## src/hdl/slaa_pkg.sv

```systemverilog
// package: register map, field positions and constants of the line abort assist unit
package slaa_pkg;
  // ----------------------------------------------------------------
  // register offsets (byte addresses)
  // ----------------------------------------------------------------
  localparam logic [7:0] ctrl_off      = 8'h00; // start control
  localparam logic [7:0] detect_off    = 8'h04; // detect indication
  localparam logic [7:0] tx_state_off  = 8'h08; // tx dma chan state word
  localparam logic [7:0] rx_state_off  = 8'h0c; // rx dma chan state word
  localparam logic [7:0] tx_irq_off    = 8'h10;
  localparam logic [7:0] tx_jump_off   = 8'h14;
  localparam logic [7:0] tx_stall_off  = 8'h18;
  localparam logic [7:0] rx_irq_off    = 8'h1c;
  localparam logic [7:0] rx_jump_off   = 8'h20;
  localparam logic [7:0] rx_stall_off  = 8'h24;
  localparam logic [7:0] cond_off      = 8'h28; // condition outputs, read only
  // ----------------------------------------------------------------
  // field positions
  // ----------------------------------------------------------------
  localparam int ext_wait_pos     = 0; // external wait bit
  localparam int abort_detect_pos = 5; // abort detect status bit
  localparam int start_pos        = 0;
  localparam int detect_pos       = 0;
  // ----------------------------------------------------------------
  // masks, reset values and counts
  // ----------------------------------------------------------------
  localparam logic [7:0] tx_impl_mask = 8'h21; // bits 5 and 0
  localparam logic [7:0] rx_impl_mask = 8'h01; // bit 0
  localparam logic [7:0] sel_reset    = 8'h00;
  localparam int         abort_ones   = 16;    // run length of ones
  // ----------------------------------------------------------------
  // monitor states
  // ----------------------------------------------------------------
  typedef enum logic [1:0] {
    mon_idle   = 2'b00,
    mon_watch  = 2'b01,
    mon_hold   = 2'b11
  } slaa_mon_type;
endpackage

```

## src/hdl/slaa_sync.sv

```systemverilog
// three stage synchroniser for pins from outside the clock domain
`timescale 1ns/1ns
module slaa_sync #(
  parameter int width = 1
) (
  // clock and reset
  input  wire logic             pclk,
  input  wire logic             presetn,
  // pin side
  input  wire logic [width-1:0] pin_in,
  // synchronised level, changes once stages two and three agree
  output logic      [width-1:0] level_out
);
  logic [width-1:0] s1_reg, s2_reg, s3_reg, lvl_reg;
  logic [width-1:0] lvl_next;

  // per bit: take new value only where stages two and three agree
  always_comb begin
    for (int i = 0; i < width; i++) begin
      lvl_next[i] = (s2_reg[i] == s3_reg[i]) ? s3_reg[i] : lvl_reg[i];
    end
  end

  // shift chain, first stage feeds only the second
  always_ff @(posedge pclk or negedge presetn) begin
    if (!presetn) begin
      s1_reg  <= '0;
      s2_reg  <= '0;
      s3_reg  <= '0;
      lvl_reg <= '0;
    end else begin
      s1_reg  <= pin_in;
      s2_reg  <= s1_reg;
      s3_reg  <= s2_reg;
      lvl_reg <= lvl_next;
    end
  end

  assign level_out = lvl_reg;
endmodule

```

## src/hdl/slaa_top.sv

```systemverilog
// line abort assist unit with dma status bits and condition selects
//
// Register access over APB and the register addresses were left to the implementer.
`timescale 1ns/1ns
module slaa_top #(
  parameter int ones_count = slaa_pkg::abort_ones
) (
  // apb clock and reset
  input  wire logic        pclk,
  input  wire logic        presetn,
  // apb slave
  input  wire logic        psel,
  input  wire logic        penable,
  input  wire logic        pwrite,
  input  wire logic [7:0]  paddr,
  input  wire logic [31:0] pwdata,
  output logic      [31:0] prdata,
  output logic             pready,
  output logic             pslverr,
  // serial line side (pins)
  input  wire logic        ctrl_rts_n,
  input  wire logic        transmit_serial_line,
  output logic             line_rts_n,
  // external wait inputs (pins)
  input  wire logic        tx_ext_wait,
  input  wire logic        rx_ext_wait,
  // dma condition outputs
  output logic             tx_irq_cond,
  output logic             tx_jump_cond,
  output logic             tx_stall_cond,
  output logic             rx_irq_cond,
  output logic             rx_jump_cond,
  output logic             rx_stall_cond
);
  // ----------------------------------------------------------------
  // pin synchronisers
  // ----------------------------------------------------------------
  // request pin enters inverted: the chain resets to zero, and the inversion makes that
  // read as an idle (high) request, so no false assert reaches the line after reset
  logic [3:0] pins_s;
  slaa_sync #(.width(4)) u_sync (
    .pclk      (pclk),
    .presetn   (presetn),
    .pin_in    ({rx_ext_wait, tx_ext_wait, transmit_serial_line, !ctrl_rts_n}),
    .level_out (pins_s)
  );
  wire logic rts_s  = !pins_s[0];
  wire logic txd_s  = pins_s[1];
  wire logic txw_s  = pins_s[2];
  wire logic rxw_s  = pins_s[3];

  // ----------------------------------------------------------------
  // helper functions
  // ----------------------------------------------------------------
  // any selected, implemented status bit set
  function automatic logic cond_hit(input logic [7:0] st, input logic [7:0] sel);
    cond_hit = |(st & sel);
  endfunction

  // ----------------------------------------------------------------
  // state
  // ----------------------------------------------------------------
  localparam int cw = $clog2(ones_count + 1);
  slaa_pkg::slaa_mon_type mon_reg, mon_next;
  logic          start_reg, start_next;
  logic          detect_reg, detect_next;
  logic [cw-1:0] ones_reg, ones_next;
  logic          rts_reg, rts_next;
  logic [7:0]    txi_reg, txi_next, txj_reg, txj_next, txs_reg, txs_next;
  logic [7:0]    rxi_reg, rxi_next, rxj_reg, rxj_next, rxs_reg, rxs_next;
  logic [31:0]   rd_reg, rd_next;
  logic          rdy_reg, rdy_next, err_reg, err_next;
  logic [5:0]    cond_reg, cond_next;
  logic [7:0]    tx_state, rx_state;

  // status words, unimplemented bits read zero
  always_comb begin
    tx_state = 8'h00;
    tx_state[slaa_pkg::abort_detect_pos] = detect_reg;
    tx_state[slaa_pkg::ext_wait_pos]     = txw_s;
    rx_state = 8'h00;
    rx_state[slaa_pkg::ext_wait_pos]     = rxw_s;
  end

  wire logic setup  = psel && !penable;
  wire logic wr_acc = psel && penable && pwrite && rdy_reg;

  // ----------------------------------------------------------------
  // register file and apb next state
  // ----------------------------------------------------------------
  always_comb begin
    start_next = start_reg;
    txi_next = txi_reg;
    txj_next = txj_reg;
    txs_next = txs_reg;
    rxi_next = rxi_reg;
    rxj_next = rxj_reg;
    rxs_next = rxs_reg;
    rd_next  = rd_reg;
    err_next = 1'b0;
    rdy_next = setup; // one wait-free access cycle after setup
    if (wr_acc) begin
      case (paddr)
        slaa_pkg::ctrl_off:     start_next = pwdata[slaa_pkg::start_pos];
        slaa_pkg::tx_irq_off:   txi_next = pwdata[7:0] & slaa_pkg::tx_impl_mask;
        slaa_pkg::tx_jump_off:  txj_next = pwdata[7:0] & slaa_pkg::tx_impl_mask;
        slaa_pkg::tx_stall_off: txs_next = pwdata[7:0] & slaa_pkg::tx_impl_mask;
        slaa_pkg::rx_irq_off:   rxi_next = pwdata[7:0] & slaa_pkg::rx_impl_mask;
        slaa_pkg::rx_jump_off:  rxj_next = pwdata[7:0] & slaa_pkg::rx_impl_mask;
        slaa_pkg::rx_stall_off: rxs_next = pwdata[7:0] & slaa_pkg::rx_impl_mask;
        default: ;
      endcase
    end
    if (setup) begin
      err_next = 1'b0;
      case (paddr)
        slaa_pkg::ctrl_off:     rd_next = {31'h0, start_reg};
        slaa_pkg::detect_off:   rd_next = {31'h0, detect_reg};
        slaa_pkg::tx_state_off: rd_next = {24'h0, tx_state};
        slaa_pkg::rx_state_off: rd_next = {24'h0, rx_state};
        slaa_pkg::tx_irq_off:   rd_next = {24'h0, txi_reg};
        slaa_pkg::tx_jump_off:  rd_next = {24'h0, txj_reg};
        slaa_pkg::tx_stall_off: rd_next = {24'h0, txs_reg};
        slaa_pkg::rx_irq_off:   rd_next = {24'h0, rxi_reg};
        slaa_pkg::rx_jump_off:  rd_next = {24'h0, rxj_reg};
        slaa_pkg::rx_stall_off: rd_next = {24'h0, rxs_reg};
        slaa_pkg::cond_off:     rd_next = {26'h0, cond_reg};
        default: begin
          rd_next  = 32'h0;
          err_next = 1'b1; // unmapped address
        end
      endcase
    end
  end

  // ----------------------------------------------------------------
  // abort run monitor
  // ----------------------------------------------------------------
  always_comb begin
    mon_next    = mon_reg;
    ones_next   = ones_reg;
    detect_next = detect_reg;
    rts_next    = rts_s; // pass through by default
    case (mon_reg)
      slaa_pkg::mon_idle: begin
        ones_next   = '0;
        detect_next = 1'b0;
        if (start_reg) begin
          mon_next = slaa_pkg::mon_watch;
        end
      end
      slaa_pkg::mon_watch: begin
        if (!txd_s) begin
          ones_next = '0;
        end else if (ones_reg == cw'(ones_count - 1)) begin
          mon_next    = slaa_pkg::mon_hold;
          detect_next = 1'b1;
          rts_next    = 1'b1;
        end else begin
          ones_next = ones_reg + cw'(1);
        end
      end
      slaa_pkg::mon_hold: begin
        rts_next = 1'b1; // line forced high, ends the run
      end
      default: mon_next = slaa_pkg::mon_idle;
    endcase
    if (!start_next) begin
      mon_next = slaa_pkg::mon_idle;
      if (mon_reg != slaa_pkg::mon_idle) begin
        rts_next = rts_s;
      end
    end
  end

  // condition outputs from selected status bits
  always_comb begin
    cond_next[0] = cond_hit(tx_state, txi_reg);
    cond_next[1] = cond_hit(tx_state, txj_reg);
    cond_next[2] = cond_hit(tx_state, txs_reg);
    cond_next[3] = cond_hit(rx_state, rxi_reg);
    cond_next[4] = cond_hit(rx_state, rxj_reg);
    cond_next[5] = cond_hit(rx_state, rxs_reg);
  end

  // ----------------------------------------------------------------
  // registers
  // ----------------------------------------------------------------
  always_ff @(posedge pclk or negedge presetn) begin
    if (!presetn) begin
      mon_reg    <= slaa_pkg::mon_idle;
      start_reg  <= 1'b0;
      detect_reg <= 1'b0;
      ones_reg   <= '0;
      rts_reg    <= 1'b1;
      txi_reg    <= slaa_pkg::sel_reset;
      txj_reg    <= slaa_pkg::sel_reset;
      txs_reg    <= slaa_pkg::sel_reset;
      rxi_reg    <= slaa_pkg::sel_reset;
      rxj_reg    <= slaa_pkg::sel_reset;
      rxs_reg    <= slaa_pkg::sel_reset;
      rd_reg     <= 32'h0;
      rdy_reg    <= 1'b0;
      err_reg    <= 1'b0;
      cond_reg   <= 6'h00;
    end else begin
      mon_reg    <= mon_next;
      start_reg  <= start_next;
      detect_reg <= detect_next;
      ones_reg   <= ones_next;
      rts_reg    <= rts_next;
      txi_reg    <= txi_next;
      txj_reg    <= txj_next;
      txs_reg    <= txs_next;
      rxi_reg    <= rxi_next;
      rxj_reg    <= rxj_next;
      rxs_reg    <= rxs_next;
      rd_reg     <= rd_next;
      rdy_reg    <= rdy_next;
      err_reg    <= err_next;
      cond_reg   <= cond_next;
    end
  end

  // outputs straight from flip-flops
  assign prdata        = rd_reg;
  assign pready        = rdy_reg;
  assign pslverr       = err_reg; // only set in the access cycle
  assign line_rts_n    = rts_reg;
  assign tx_irq_cond   = cond_reg[0];
  assign tx_jump_cond  = cond_reg[1];
  assign tx_stall_cond = cond_reg[2];
  assign rx_irq_cond   = cond_reg[3];
  assign rx_jump_cond  = cond_reg[4];
  assign rx_stall_cond = cond_reg[5];

  // ----------------------------------------------------------------
  // assertions
  // ----------------------------------------------------------------
  a_pass_through: assert property (@(posedge pclk) disable iff (!presetn)
    (!start_reg && !$past(start_reg)) |=> line_rts_n == $past(rts_s))
    else $error("line request not passed through");
  a_watch_pass: assert property (@(posedge pclk) disable iff (!presetn)
    (mon_reg == slaa_pkg::mon_watch && start_next && ones_reg != cw'(ones_count - 1))
      |=> line_rts_n == $past(rts_s))
    else $error("request not passed while watching");
  a_run_detect: assert property (@(posedge pclk) disable iff (!presetn)
    (mon_reg == slaa_pkg::mon_watch && txd_s && start_next && ones_reg == cw'(ones_count - 1))
      |=> detect_reg && line_rts_n)
    else $error("abort run not detected");
  a_hold_high: assert property (@(posedge pclk) disable iff (!presetn)
    (mon_reg == slaa_pkg::mon_hold && start_reg) |-> line_rts_n)
    else $error("line not held high after run");
  a_tx_status: assert property (@(posedge pclk) disable iff (!presetn)
    (tx_state & ~slaa_pkg::tx_impl_mask) == 8'h00)
    else $error("unimplemented tx status bit set");
  a_rx_status: assert property (@(posedge pclk) disable iff (!presetn)
    rx_state[7:1] == 7'h00)
    else $error("unimplemented rx status bit set");
  a_tx_select: assert property (@(posedge pclk) disable iff (!presetn)
    ((txi_reg | txj_reg | txs_reg) & ~slaa_pkg::tx_impl_mask) == 8'h00)
    else $error("tx select holds unimplemented bit");
  a_rx_select: assert property (@(posedge pclk) disable iff (!presetn)
    ((rxi_reg | rxj_reg | rxs_reg) & ~slaa_pkg::rx_impl_mask) == 8'h00)
    else $error("rx select holds unimplemented bit");
  a_idle_clear: assert property (@(posedge pclk) disable iff (!presetn)
    (mon_reg == slaa_pkg::mon_idle) |=> !detect_reg)
    else $error("detect left set while idle");
endmodule

```

## config.mk

```make
export PLATFORM = sky130hd
export DESIGN_NAME = slaa_top
export DESIGN_NICKNAME = d
export VERILOG_FILES = /design/src/hdl/slaa_pkg.sv /design/src/hdl/slaa_sync.sv /design/src/hdl/slaa_top.sv
export SDC_FILE = /design/constraint.sdc
export NUM_CORES = 1
export LEC_CHECK = 0
export BUFFER_PORTS_ARGS = -buffer_cell sky130_fd_sc_hd__buf_2
export CORE_MARGIN = 1.5
export CORE_UTILIZATION = 50
export CTS_BUF_LIST = sky130_fd_sc_hd__clkbuf_8
export DETAILED_ROUTE_END_ITERATION = 7
export GPL_TIMING_DRIVEN = 0
export MAX_ROUTING_LAYER = met4
export PLACE_DENSITY = 0.82
export REMOVE_ABC_BUFFERS = 1
export SETUP_SLACK_MARGIN = 0.3
export SLEW_MARGIN = 20
export SYNTH_ARGS = -nofsm -noshare
export SYNTH_HDL_FRONTEND = slang
export SYNTH_SLANG_ARGS = --single-unit
```

## constraint.sdc

```tcl
create_clock -name pclk -period 2.1 [get_ports pclk]
set_input_delay 0 -clock pclk [delete_from_list [all_inputs] [get_ports pclk]]
set_output_delay 0 -clock pclk [all_outputs]
set_load 0.02 [all_outputs]
```

## Word level (Yosys, flattened, before mapping)

Index checks and enable logic that the tools add are counted.

| word-level totals | value |
|---|---|
| register bits after elaboration | 75 |
| input bits | 49 |
| output and inout bits | 41 |

| operators by class | value |
|---|---|
| add/sub/neg operators | 1 |
| eq/ne operators | 24 |
| muxes and demuxes | 21 |
| bitwise gates (word level) | 6 |
| reduce and logical (&&, ||, !) cells | 27 |

Operators by type and width:

| kind | number |
|---|---|
| 6-bit case mux with 11 select lines | 1 |
| 8-bit OR reduction | 6 |
| 8-bit by 5-bit equality test with 1-bit output (second input constant) | 4 |
| 8-bit by 6-bit equality test with 1-bit output (second input constant) | 3 |
| 6-bit bitwise AND | 3 |
| 8-bit by 4-bit equality test with 1-bit output (second input constant) | 2 |
| 2-bit AND reduction | 7 |
| 11-bit OR reduction | 1 |
| 1-bit 2-to-1 mux | 10 |
| 5-bit 2-to-1 mux | 2 |
| 5-bit case mux with 2 select lines | 1 |
| 3-bit != test (second input constant) | 3 |
| 8-bit by 3-bit equality test with 1-bit output (second input constant) | 1 |
| 8-bit logical NOT | 1 |
| 2-bit 2-to-1 mux | 4 |
| 2-bit case mux with 3 select lines | 1 |
| 5-bit by 1-bit adder with 5-bit output (second input constant) | 1 |
| 5-bit by 4-bit equality test with 1-bit output (second input constant) | 1 |
| 1-bit equality test | 4 |
| 1-bit logical AND | 4 |
| 2-bit != test (second input constant) | 2 |
| 1-bit case mux with 2 select lines | 2 |
| 4-bit AND reduction | 1 |
| 2-bit nonzero test | 2 |
| other kinds (8) | 12 |

## Logic depth before layout (Yosys ltp)

Gate-level depths: netlist of the first run.

| depth | value |
|---|---|
| word-level depth | 6 |
| depth in mapped cells | 7 |
| depth with buffers taken out | 7 |

## Hierarchy

A second synthesis of the first run with hierarchy kept.

| second synthesis, totals | value |
|---|---|
| cell total of the unflattened synthesis | 195 |
| area, all modules | 2269.7 sq um |

By module, submodules not included:

| module | times used | cells each | area each (sq um) | seq. area each (sq um) |
|---|---|---|---|---|
| slaa_top | 1 | 175 | 1824.2 | 827.0 |
| slaa_sync | 1 | 20 | 445.4 | 400.4 |

## Worst setup path before layout of the first run

Ideal clock, no wire load.

| timing path | value |
|---|---|
| path type | reg-to-reg |
| from | register ones_reg[0] |
| to | register ones_reg[1] |
| arrival time | 1461 ps |
| data required time | 2017 ps |
| setup slack | 556 ps |
| stages on the path, launching flop included | 6 |
| buffers on the path | 0 |
| clock period less this slack | 1544 ps |
| cells stage by stage | dfrtp_1 -> ha_1 -> and3_1 -> ha_1 -> or3_1 -> o21ai_0 |

| on the way | value |
|---|---|
| cells in the longest elaborated chain, start to end | 4 |
| elaborated cells on any way between the ends | 7 |
| classes of those cells | 1 x add/sub; 2 x eq/ne; 3 x mux; 1 x reduce/logical |

RTL lines:

| what | line | source |
|---|---|---|
| start: declaration | slaa_top.sv:67 | `logic [cw-1:0] ones_reg, ones_next;` |
| start signal: assignment | slaa_top.sv:210 | `ones_reg <= ones_next;` |
| 5-bit by 1-bit adder with 5-bit output | slaa_top.sv:160 | `ones_next = ones_reg + cw'(1);` |
| 5-bit 2-to-1 mux | slaa_top.sv:155 | `end else if (ones_reg == cw'(ones_count - 1)) begin` |
| 5-bit 2-to-1 mux | slaa_top.sv:153 | `if (!txd_s) begin` |
| 5-bit case mux with 2 select lines | slaa_top.sv:144 | `case (mon_reg)` |

Several ways; a longest one is shown, not always the timed one. The select of a mux whose other input is x is not followed.
A chain may end at the register's enable or synchronous reset.

## Worst setup path after layout of the first run

| timing path | value |
|---|---|
| from | register ones_reg[0] |
| to | register ones_reg[0] |

The elaborated chain is that of the path after synthesis.

==> results.md, run 1 <==
Yosys:
- The cell accounting for the most synthesized area is dfrtp_1.
- The fraction of registers with async set or reset after synthesis is 1.00.
- The proportion of synthesized chip area in sequential cells is 0.542.
- The leading register cell type out of synthesis is dfrtp_1.
- The number of flops mapped to enable cells by yosys is 0.
- Sorting the synthesized cells by area gives the leading types as dfrtp_1 53%, buf_4 8.6%, mux2_2 4.5%.
- Yosys printed 0 warnings.
- The area share of the largest cell type after synthesis is 0.530.
- Sorting the synthesized cells by how often they occur yields 48 x dfrtp_1, 26 x buf_4, 13 x o21ai_0, 11 x nand2_1, 11 x nor2_1.
- The average cell area after synthesis is 11.3 um2.
- Among all cell types in the netlist, the one instantiated most often is dfrtp_1.
- The number of distinct library cells after synthesis is 41.
- After synthesis the netlist holds a flip-flop and latch count of 49.
- The synthesized netlist occupies a cell area of 2260 um2.
- The number of instances in the synthesized netlist is 200.

Pwr:
- In this run the power density over the cells is 679 nW/um2.
- IR analysis of the VDD net gives a maximum drop of 0.000521 V.
- The leakage power summed over all cells is 1.21 nW.

Worst setup path:
- For the worst setup path, the data arrival time is 1.93 ns.
- The highest fanout seen on the critical path is 4.
- The critical path start-end classification is flop to flop.
- For the worst setup path, the data required time is 2.33 ns.
- The kind of launch point of the worst setup path is a flop.
- The worst setup path is captured at a flop.

Layout:
- Of the cells placed in the final design, the portion with a size suffix greater than 1 is 0.245.
- The count of nets after finishing is 291.
- The post-route standard cell area excluding fillers is 2520 um2.
- The number of antenna diodes is 0.
- From synthesis to final layout, the design area changed by 11.3%.

Drt:
- Before antenna repair, the detailed router went through 4 iterations.
- The total via count after detailed routing is 1510.
- The post-route antenna net violation count is 0.
- The number of vias per cell after detailed routing is 5.15.
- In the routed design, unresolved DRC markers number 0.
- The number of design-rule violations left by the first detailed-router iteration is 71.
- The wire length per cell is 13.1 um.
- The routed design has 3830 um of wire.

Place:
- The wire-length estimate of the detail-placed layout is 2800 um.
- The placement-stage cell area is 2360 um2.
- During placement, the flow inserted port buffers numbering 33.
- At the end of routability-driven placement, the weighted congestion stood at 0.872.

Flow run:
- The max-capacitance violation count is 0.

Timing:
- The clock skew is 0.00822 ns.
- The final worst-path cycle share is 0.807.
- The max-slew violation count is 0.
- The achievable frequency is 590 MHz.
- Setup repair after global routing left no endpoint under its margin.
- The final hold violation count is 0.
- The clock period minus worst slack is 1.69 ns.
- The post-route setup TNS is 0 ns.
- The worst max-slew margin expressed relative to the limit is 0.608.
- The actual slew at the worst max-slew pin is 0.588 ns.
- The number of endpoints failing setup at the final stage is 0.

CTS:
- The clock-pin slew reported for the worst setup and hold paths after clock tree synthesis is 0.09 ns.
- In this run the post-CTS setup repair buffer count came out at 0.
- The root buffer cell chosen for the clock tree is clkbuf_8.
- The depth of the CTS H-tree is 2.
- Counting the buffers created by CTS gives 5.
- The latest clock arrival within the worst-skew pair is 0.30 ns.
- The TritonCTS clock tree is done.
- The number of sinks handled by clock tree synthesis is 49.
- The maximum root-to-sink buffer count is 2.

Floorplanning:
- From bottom edge to top edge, the die measures 70.3 um.
- The area of the die is 4940 um2.
- The floorplan step set the die width to 70.3 um.
- The core region is 4350 um2.
- The initial utilization of the core area, before any placement, comes to 0.520.
- The number of rows created at floorplan is 24.
- The count of pins on the block boundary is 90.

Global routing:
- For this run, the total global-route usage over all layers was measured as 0.172.
- The first-pass GRT wire length is 6540 um.
- The initial antenna violation count came to 0.
- The via count of the first global-routing pass is 1466.
- The total congestion overflow is 0.
- The largest net degree at the start of global routing is 50.

Hold path:
- The path type of the worst min-delay path is input port to flop.

Run status:
- The flow ran to the end, and the final reports show no timing, DRC or antenna violations.
## logic make-up after synthesis
kind of cell               synth area share
adders and majority gates            0.0287
and+or+nand+nor                       0.145
AOI/OAI and AO/OA                    0.0950
DFF                                   0.542
other                               0.00166
buffers and inverters                 0.116
muxes                                0.0718
## power by group
group | total, mW | leakage, nW | switching, mW | internal [mW]
Combinational | 0.145 | 0.516 | 0.103 | 0.0417
Clock | 0.582 | 0.0506 | 0.333 | 0.249
Sequential | 0.983 | 0.642 | 0.0145 | 0.968
Total | 1.71 | 1.21 | 0.451 | 1.26
## timing repair
action                                  4_1_cts  5_1_grt
endpoints found under the setup margin        0        3
resized for setup                             0        3
hold buffers                                  6        0
endpoints found under the hold margin        55        0
## final timing paths
check | from | end | slack [ns] | depth (start not counted)
setup / recovery | ones_reg[0]$_DFFE_PN0P_ | ones_reg[0]$_DFFE_PN0P_ | 0.41 | 5
max in group asynchronous | presetn | cond_reg[1]$_DFF_PN0_ | 1.46 | 2
hold reg to reg | u_sync.s1_reg[2]$_DFF_PN0_ | u_sync.s2_reg[2]$_DFF_PN0_ | 0.36 | 0
setup reg to reg | ones_reg[0]$_DFFE_PN0P_ | ones_reg[0]$_DFFE_PN0P_ | 0.41 | 5
min in group asynchronous | presetn | u_sync.s1_reg[1]$_DFF_PN0_ | 0.23 | 2
hold / removal | pwdata[0] | rxi_reg[0]$_DFFE_PN0P_ | 0.03 | 2
## layout by cell type (no fill, tap or decap), types with 2 or more instances in the layout
cell type,count
nand3b_1,5
a21oi_1,6
dfrtp_1,48
maj3_1,4
a22o_1,7
mux2_2,9
nand2b_1,3
nand2_1,11
nand4_1,2
inv_1,9
mux2i_1,5
a31oi_1,3
nor3_2,2
nor2_1,11
buf_2,32
nor3_1,2
o21ai_0,10
o21ai_1,4
conb_1,26
clkbuf_8,5
nor4_1,2
dlygate4sd3_1,6
ha_1,2
and2_1,5
or4b_4,2
## layout make-up
type | instances | area [um2]
sequential | 49 | 1230
multi-input combinational | 136 | 868
fill | 364 | 1830
clock buffer | 5 | 68.8
inverter | 9 | 33.8
clock inverter | 3 | 28.8
timing repair buffer | 39 | 228
tap | 52 | 65.1
## metal layers
layer | vias up | track usage | part of all wire
met5 | - | - | 0
met4 | 0 | 0.0385 | 0.0021
met3 | 2 | 0.0519 | 0.047
met2 | 42 | 0.278 | 0.50
met1 | 741 | 0.214 | 0.45
li1 | 725 | - | -
## worst max-delay path, stage by stage (launching register included)
cell	delay [ns]
dfrtp_1	0.42
ha_1	0.24
and3_1	0.20
ha_1	0.20
or3_1	0.41
o21ai_0	0.15
## metrics by stage
stage	worst slack, ns	total power [mW]	hold WS, ns	instances	util
2_1_floorplan	0.556	1.07	-0.296	194	-
3_3_place_gp	0.444	1.13	0.108	279	0.542
3_5_place_dp	0.382	1.14	0.110	279	0.542
4_1_cts	0.387	1.73	0.0206	293	0.578
5_1_grt	0.302	1.79	0.0276	293	0.579
6_report	0.406	1.71	0.0305	293	0.579
Note: power is estimated with default switching activity, not from simulation.
==> inputs of run 2 (changes only) <==
--- a/config.mk
+++ b/config.mk
@@ -5,14 +5,15 @@
 export SDC_FILE = /design/constraint.sdc
 export NUM_CORES = 1
 export LEC_CHECK = 0
+export ABC_AREA = 1
 export BUFFER_PORTS_ARGS = -buffer_cell sky130_fd_sc_hd__buf_2
 export CORE_MARGIN = 1.5
-export CORE_UTILIZATION = 50
+export CORE_UTILIZATION = 45
 export CTS_BUF_LIST = sky130_fd_sc_hd__clkbuf_8
 export DETAILED_ROUTE_END_ITERATION = 7
 export GPL_TIMING_DRIVEN = 0
 export MAX_ROUTING_LAYER = met4
-export PLACE_DENSITY = 0.82
+export PLACE_DENSITY = 0.78
 export REMOVE_ABC_BUFFERS = 1
 export SETUP_SLACK_MARGIN = 0.3
 export SLEW_MARGIN = 20
==> constraint.sdc (replaced) <==
create_clock -name pclk -period 1.4 [get_ports pclk]
set_input_delay 0 -clock pclk [delete_from_list [all_inputs] [get_ports pclk]]
set_output_delay 0 -clock pclk [all_outputs]
set_load 0.02 [all_outputs]
==> run 2 against run 1 <==
Flip-flop and latch count stayed put. Highest routed layer unchanged. Fmax is 13% higher. Sequential share of layout area is 5.1 points lower. Via count is 16% higher. Die area is 13% higher. Final area is 12% higher. Routed wire length is 14% higher. The run now ends with negative setup slack left.
==> results.md, run 2 <==
Worst setup path:
- The highest fanout seen on the critical path came to 4 (unchanged).
- The signal arrival time at the worst endpoint is 1.68 ns (was 1.93 ns).
- The endpoint class of the critical path is a flop (unchanged).
- The endpoint required time on the critical path is 1.58 ns (was 2.33 ns).
- The kind of launch point of the worst setup path is a flop (unchanged).
- The critical path start-end classification was flop to flop (unchanged).

Global routing:
- The largest net degree at the start of global routing came to 50 (unchanged).
- The via count of the first global-routing pass was 1578 (was 1466).
- The first-pass GRT wire length came to 6750 um (was 6540 um).
- The initial antenna violation count is 0 (unchanged).
- The total congestion overflow is 0 (unchanged).
- The overall routing resource usage is 0.166 (was 0.172).

Drt:
- The number of vias per cell after detailed routing was 4.64 (was 5.15).
- The number of remaining DRC errors is 0 (unchanged).
- The total via count after detailed routing came to 1748 (was 1510).
- The routed wire length was 4380 um (was 3830 um).
- The wire length per cell is 11.6 um (was 13.1 um).
- The post-route antenna net violation count is 0 (unchanged).
- The number of search-and-repair iterations in the first detailed-routing pass is 4 (unchanged).
- The number of design-rule violations left by the first detailed-router iteration is 82 (was 71).

Place:
- The routability congestion estimate from global placement is 0.904 (was 0.872).
- The placed wire-length estimate after detailed placement is 2960 um (was 2800 um).
- The number of buffer cells added on primary ports is 33 (unchanged).

Pwr:
- The power density over cell area came to 1060 nW/um2 (was 679 nW/um2).
- The power after layout came to 2.98 mW (was 1.71 mW).
- The maximum vdd drop was 0.000748 V (was 0.000521 V).
- The leakage power summed over all cells came to 1.49 nW (was 1.21 nW).

Hold path:
- The path type of the worst min-delay path is input port to flop (unchanged).

Layout:
- The sequential cell area was 1230 um2 (about the same).
- The share of post-route cells with drive strength above 1 is 0.316 (was 0.245).
- The growth of design area from synthesis to finish is 22.1% (was 11.3%).
- The count of nets after finishing came to 360 (was 291).
- Highest-count cells in the layout ignoring fill and taps: 52 x nand2_1, 47 x dfrtp_1, 32 x buf_2 (was 48 x dfrtp_1, 32 x buf_2, 26 x conb_1).
- The number of antenna diodes came to 0 (unchanged).
- The commonest non-fill, non-tap cell in the layout is nand2_1 (was dfrtp_1).
- The number of filler instances in the final layout is 438 (was 364).
- The area taken by multi-input logic gates is 965 um2 (was 868 um2).

Yosys:
- Top cells by count, synth: 63 x nand2_1, 48 x dfrtp_1, 29 x inv_1, 26 x buf_4, 21 x nand3_1 (was 48 x dfrtp_1, 26 x buf_4, 13 x o21ai_0, 11 x nand2_1, 11 x nor2_1).
- The average cell area after synthesis is 9.08 um2 (was 11.3 um2).
- The number of distinct library cells after synthesis came to 26 (was 41).
- The area share of the largest cell type after synthesis is 0.521 (was 0.530).
- The flip-flop and latch count after synthesis is 49 (unchanged).
- Synth top area cells: dfrtp_1 52%, nand2_1 10%, buf_4 8.5% (was dfrtp_1 53%, buf_4 8.6%, mux2_2 4.5%).
- The number of instances in the synthesized netlist is 254 (was 200).
- The netlist area before placement is 2310 um2 (was 2260 um2).
- The fraction of registers with async set or reset after synthesis is 1.00 (unchanged).
- The number of flops mapped to enable cells by yosys is 0 (unchanged).
- The leading register cell type out of synthesis is dfrtp_1 (unchanged).
- The cell accounting for the most synthesized area is dfrtp_1 (unchanged).
- The most frequently used cell type in the post-synthesis netlist is nand2_1 (was dfrtp_1).
- The number of warnings reported in the yosys synthesis log came to 0 (unchanged).
- The proportion of synthesized chip area in sequential cells is 0.532 (was 0.542).

Flow run:
- The max-capacitance violation count is 0 (unchanged).

Timing:
- The actual slew at the worst max-slew pin is 0.604 ns (was 0.588 ns).
- Unrepaired setup endpoints after global routing: yes (was no).
- The worst max-slew margin expressed relative to the limit came to 0.597 (was 0.608).
- The clock period minus worst slack is 1.50 ns (was 1.69 ns).
- The final worst-path cycle share is 1.07 (was 0.807).
- The worst path setup slack after routing is -0.0957 ns (was 0.406 ns).
- The clock skew is 0.00413 ns (was 0.00822 ns).
- The achievable frequency is 669 MHz (was 590 MHz).
- The number of endpoints failing setup at the final stage is 8 (was 0).
- The max-slew violation count is 0 (unchanged).
- The final hold violation count is 0 (unchanged).
- The final worst hold slack is 0.00570 ns (was 0.0305 ns).

Floorplanning:
- The initial core utilization is 0.479 (was 0.520).
- The core area is 4820 um2 (was 4350 um2).
- The count of pins on the block boundary is 90 (unchanged).
- The area of the die was 5560 um2 (was 4940 um2).
- The height of the die was 74.6 um (was 70.3 um).
- The width of the die is 74.6 um (was 70.3 um).
- The number of rows created at floorplan is 25 (was 24).

Run status:
- Run status: complete, but fails checks (was finished, final reports clean).
- The final reports fail on negative setup slack.

CTS:
- The clock root buffer master is clkbuf_8 (unchanged).
- The maximum root-to-sink buffer count is 2 (unchanged).
- The TritonCTS clock tree is done (unchanged).
- The latest clock arrival within the worst-skew pair was 0.30 ns (about the same).
- The number of sinks handled by clock tree synthesis is 49 (unchanged).
- The depth of the CTS H-tree is 2 (unchanged).
- The number of buffers inserted during clock tree synthesis is 5 (unchanged).
- The clock-pin slew reported for the worst setup and hold paths after clock tree synthesis was 0.08 ns (was 0.09 ns).
==> run 2: power by group <==
part | total, mW | switching [mW] | internal, mW
Combinational | 0.408 | 0.257 | 0.151
Clock | 1.02 | 0.449 | 0.575
Sequential | 1.55 | 0.0608 | 1.49
==> run 2: worst paths after layout <==
kind,from,end,slack [ns],cells after the start
min in group asynchronous,presetn,pslverr$_DFF_PN0_,0.24,2
worst min-delay path,pwdata[5],txj_reg[5]$_DFFE_PN0P_,0.006,3
worst max-delay path,ones_reg[1]$_DFFE_PN0P_,ones_reg[3]$_DFFE_PN0P_,-0.1,9
worst max register to register,ones_reg[1]$_DFFE_PN0P_,ones_reg[3]$_DFFE_PN0P_,-0.1,9
worst min register to register,u_sync.s1_reg[2]$_DFF_PN0_,u_sync.s2_reg[2]$_DFF_PN0_,0.36,0
max in group asynchronous,presetn,u_sync.level_out[3]$_DFFE_PN0N_,0.72,2
==> run 2: through the flow <==
| stage | TNS [ns] | instances | util | worst slack (ns) | instance area (um2) |
|---|---|---|---|---|---|
| 2_1_floorplan | -0.488 | 253 | - | -0.115 | 2200 |
| 5_1_grt | -1.35 | 377 | 0.585 | -0.188 | 2820 |
| 3_5_place_dp | -1.79 | 353 | 0.509 | -0.304 | 2450 |
| 4_1_cts | -0.516 | 370 | 0.555 | -0.0811 | 2680 |
| 6_report | -0.619 | 377 | 0.585 | -0.0957 | 2820 |
| 3_3_place_gp | -1.48 | 353 | 0.509 | -0.263 | 2450 |
==> run 2: repair_timing <==
action,4_1_cts,5_1_grt
gates resized for setup,9,34
pin swaps,6,8
hold buffers,5,1
endpoints found under the setup margin,9,20
hold endpoints to repair,53,48
buffers inserted,4,6
==> run 2: logic make-up after synthesis <==
kind of cell             Yosys count  synth area share
other                              1           0.00163
AO/OA/AOI/OAI                     23            0.0570
AND/OR/NAND/NOR                  118             0.244
XOR/XNOR                           1           0.00380
buffers and inverters             56             0.133
adder cells (fa/ha/maj)            6            0.0282
flip-flops                        49             0.532
==> run 2: per-layer routing <==
layer / part of all wire / global-route usage
met5: 0 / -
met4: 0.0078 / 0.0485
met3: 0.062 / 0.0420
met2: 0.54 / 0.293
met1: 0.39 / 0.186
==> run 2: area by class of cell <==
type                            instances  area share
Timing Repair Buffer                   49       0.110
Sequential cell                        49       0.436
Clock inverter                          2      0.0120
Tap cell                               67      0.0298
Inverter                               30      0.0400
Multi-Input combinational cell        174       0.343
Clock buffer                            6      0.0293
==> run 2: critical path, stage by stage, from the launching register on <==
cell     delay [ns]
dfrtp_1        0.39
ha_2           0.20
nand2_2        0.07
nor2_2         0.04
ha_2           0.18
inv_2          0.07
nor3_4         0.04
nor2_2         0.18
buf_4          0.15
o22ai_2        0.06
==> inputs of run 3 (changes only) <==
--- a/config.mk
+++ b/config.mk
@@ -7,13 +7,15 @@
 export LEC_CHECK = 0
 export ABC_AREA = 1
 export BUFFER_PORTS_ARGS = -buffer_cell sky130_fd_sc_hd__buf_2
+export CELL_PAD_IN_SITES_DETAIL_PLACEMENT = 2
+export CELL_PAD_IN_SITES_GLOBAL_PLACEMENT = 2
 export CORE_MARGIN = 1.5
-export CORE_UTILIZATION = 45
+export CORE_UTILIZATION = 26
 export CTS_BUF_LIST = sky130_fd_sc_hd__clkbuf_8
 export DETAILED_ROUTE_END_ITERATION = 7
 export GPL_TIMING_DRIVEN = 0
 export MAX_ROUTING_LAYER = met4
-export PLACE_DENSITY = 0.78
+export PLACE_DENSITY_LB_ADDON = 0.1
 export REMOVE_ABC_BUFFERS = 1
 export SETUP_SLACK_MARGIN = 0.3
 export SLEW_MARGIN = 20
==> run 3 against run 2 <==
The run still ends with negative setup slack left. Largest power group unchanged. Highest routed layer unchanged. Critical endpoint is now line_rts_n$_DFF_PN1_. Worst hold slack improved by 0.0066 ns. Register-to-register slack got worse by 0.05 ns. Critical path depth grew 1.
==> results.md, run 3 (same netlist as run 2, synthesis figures left out) <==
CTS:
- The depth of the CTS H-tree is 2 (unchanged).
- The number of sinks handled by clock tree synthesis is 49 (unchanged).
- The maximum root-to-sink buffer count came to 2 (unchanged).
- The TritonCTS clock tree was done (unchanged).
- The number of buffers inserted during clock tree synthesis is 5 (unchanged).
- The latest clock arrival within the worst-skew pair is 0.31 ns (was 0.30 ns).
- The clock-pin slew reported for the worst setup and hold paths after clock tree synthesis is 0.10 ns (was 0.08 ns).
- The clock root buffer master is clkbuf_8 (unchanged).

Worst setup path:
- The largest incremental delay on the critical path came to 0.37 ns (was 0.39 ns).
- The number of buffers and inverters on the critical path is 2 (unchanged).
- The category of cells accounting for the largest share of critical-path delay is simple AND/OR/NAND/NOR gates (was flip-flops).
- The endpoint class of the critical path is a flop (unchanged).
- The critical path start-end classification is flop to flop (unchanged).
- The kind of launch point of the worst setup path is a flop (unchanged).
- The endpoint required time on the critical path is 1.65 ns (was 1.58 ns).
- The signal arrival time at the worst endpoint was 1.80 ns (was 1.68 ns).
- Chain of cells forming the critical path: ha_2 > nand2_2 > nor2_2 > ha_2 > inv_2 > nor3_4 > nor2_4 > inv_2 > nand2_2 > o21ai_2 (was ha_2 > nand2_2 > nor2_2 > ha_2 > inv_2 > nor3_4 > nor2_2 > buf_4 > o22ai_2).
- The slowest stage cell on the critical path is dfrtp_1 (unchanged).
- The highest fanout seen on the critical path is 5 (was 4).

Floorplanning:
- The initial core utilization is 0.267 (was 0.479).
- The number of rows created at floorplan is 34 (was 25).
- The height of the die is 97.2 um (was 74.6 um).
- The width of the die came to 97.2 um (was 74.6 um).
- The area of the die is 9440 um2 (was 5560 um2).
- The count of pins on the block boundary is 90 (unchanged).
- The core area is 8640 um2 (was 4820 um2).

Global routing:
- The via count of the first global-routing pass was 1923 (was 1578).
- The initial antenna violation count is 0 (unchanged).
- The largest net degree at the start of global routing is 50 (unchanged).
- The total congestion overflow is 0 (unchanged).
- The overall routing resource usage was 0.137 (was 0.166).
- The first-pass GRT wire length is 9870 um (was 6750 um).

Timing:
- The worst max-slew margin expressed relative to the limit is 0.576 (was 0.597).
- The actual slew at the worst max-slew pin is 0.636 ns (was 0.604 ns).
- The achievable frequency is 645 MHz (was 669 MHz).
- The number of endpoints failing setup at the final stage is 9 (was 8).
- The final hold violation count is 0 (unchanged).
- The max-slew violation count is 0 (unchanged).
- The post-route setup TNS came to -1.00 ns (was -0.619 ns).
- The worst path setup slack after routing is -0.151 ns (was -0.0957 ns).
- The final worst hold slack is 0.0122 ns (was 0.00570 ns).
- Unrepaired setup endpoints after global routing: yes (unchanged).
- The clock period minus worst slack is 1.55 ns (was 1.50 ns).
- The final worst-path cycle share was 1.11 (was 1.07).
- The clock skew is 0.00634 ns (was 0.00413 ns).

Place:
- The routability congestion estimate from global placement was 0.730 (was 0.904).
- The post-place setup slack was -0.428 ns (was -0.304 ns).
- The number of buffer cells added on primary ports is 33 (unchanged).
- The placed wire-length estimate after detailed placement is 4250 um (was 2960 um).

Layout:
- The share of post-route cells with drive strength above 1 was 0.375 (was 0.316).
- The post-route core utilization came to 0.359 (was 0.585).
- The growth of design area from synthesis to finish came to 34.3% (was 22.1%).
- The number of antenna diodes is 0 (unchanged).
- The commonest non-fill, non-tap cell in the layout was nand2_1 (unchanged).
- The number of filler instances in the final layout was 993 (was 438).
- Highest-count cells in the layout ignoring fill and taps: 48 x nand2_1, 46 x dfrtp_1, 32 x buf_2 (was 52 x nand2_1, 47 x dfrtp_1, 32 x buf_2).
- The count of nets after finishing is 373 (was 360).

Drt:
- The wire length per cell is 13.6 um (was 11.6 um).
- The number of design-rule violations left by the first detailed-router iteration came to 39 (was 82).
- The routed wire length is 5870 um (was 4380 um).
- The post-route antenna net violation count is 0 (unchanged).
- The number of remaining DRC errors is 0 (unchanged).
- The total via count after detailed routing was 1858 (was 1748).
- The number of vias per cell after detailed routing is 4.31 (was 4.64).
- The number of search-and-repair iterations in the first detailed-routing pass is 4 (unchanged).

Pwr:
- The power after layout was 3.11 mW (was 2.98 mW).
- The leakage power summed over all cells is 1.52 nW (was 1.49 nW).
- The power density over cell area is 1000 nW/um2 (was 1060 nW/um2).
- The maximum vdd drop is 0.000608 V (was 0.000748 V).

Run status:
- Run status: complete, but fails checks (unchanged).
- Violated checks: negative setup slack (unchanged).

Flow run:
- The max-capacitance violation count is 0 (unchanged).

Hold path:
- The path type of the worst min-delay path is input port to flop (unchanged).
run 3: worst min-delay path: cells and delay by family:
kind	cells	cell delay, ns
simple gates	3	0.19
buf+inv	1	0.10
run 3: final timing paths:
kind                       slack (ns)  cells past startpoint                              end                       start
max                             -0.15                     10             line_rts_n$_DFF_PN1_     ones_reg[0]$_DFFE_PN0P_
min                              0.01                      4            prdata[0]$_DFFE_PN0P_                     penable
max reg2reg                     -0.15                     10             line_rts_n$_DFF_PN1_     ones_reg[0]$_DFFE_PN0P_
min reg2reg                      0.36                      0       u_sync.s2_reg[2]$_DFF_PN0_  u_sync.s1_reg[2]$_DFF_PN0_
max in group asynchronous        0.70                      2  u_sync.level_out[2]$_DFFE_PN0N_                     presetn
min in group asynchronous        0.24                      2            prdata[5]$_DFFE_PN0P_                     presetn
run 3: metrics by stage:
stage | cell area [um2] | instances
global placement | 2500 | 394
global route | 3100 | 431
finish | 3100 | 431
detailed placement | 2510 | 394
CTS | 2920 | 421
floorplan | 2200 | 253
run 3: cell type report:
type | count | area [um2] | share of cell area
multi-input combinational | 174 | 1060 | 0.342
timing repair buffer | 62 | 440 | 0.142
inverter | 30 | 113 | 0.0363
tap | 108 | 135 | 0.0436
clock inverter | 3 | 50.0 | 0.0162
sequential | 49 | 1230 | 0.397
clock buffer | 5 | 68.8 | 0.0222
run 3: repair_timing:
| item | CTS | global route |
|---|---|---|
| hold buffers | 8 | 0 |
| setup endpoints to repair | 21 | 21 |
| setup buffers | 11 | 10 |
| resized for setup | 42 | 28 |
| pin swaps | 15 | 14 |
| hold endpoints to repair | 57 | 0 |
run 3: per-layer routing:
layer / global-route usage / vias to the layer above / part of all wire
met2: 0.223 / 35 / 0.51
met1: 0.174 / 929 / 0.44
met5: - / - / 0
li1: - / 887 / -
met3: 0.0245 / 7 / 0.033
met4: 0.0435 / 0 / 0.015
run 3: power breakdown:
| group | leakage (nW) | switching [mW] | internal [mW] |
|---|---|---|---|
| logic | 0.829 | 0.291 | 0.185 |
| registers | 0.631 | 0.0668 | 1.49 |
| clock network | 0.0603 | 0.533 | 0.548 |
| total | 1.52 | 0.891 | 2.22 |
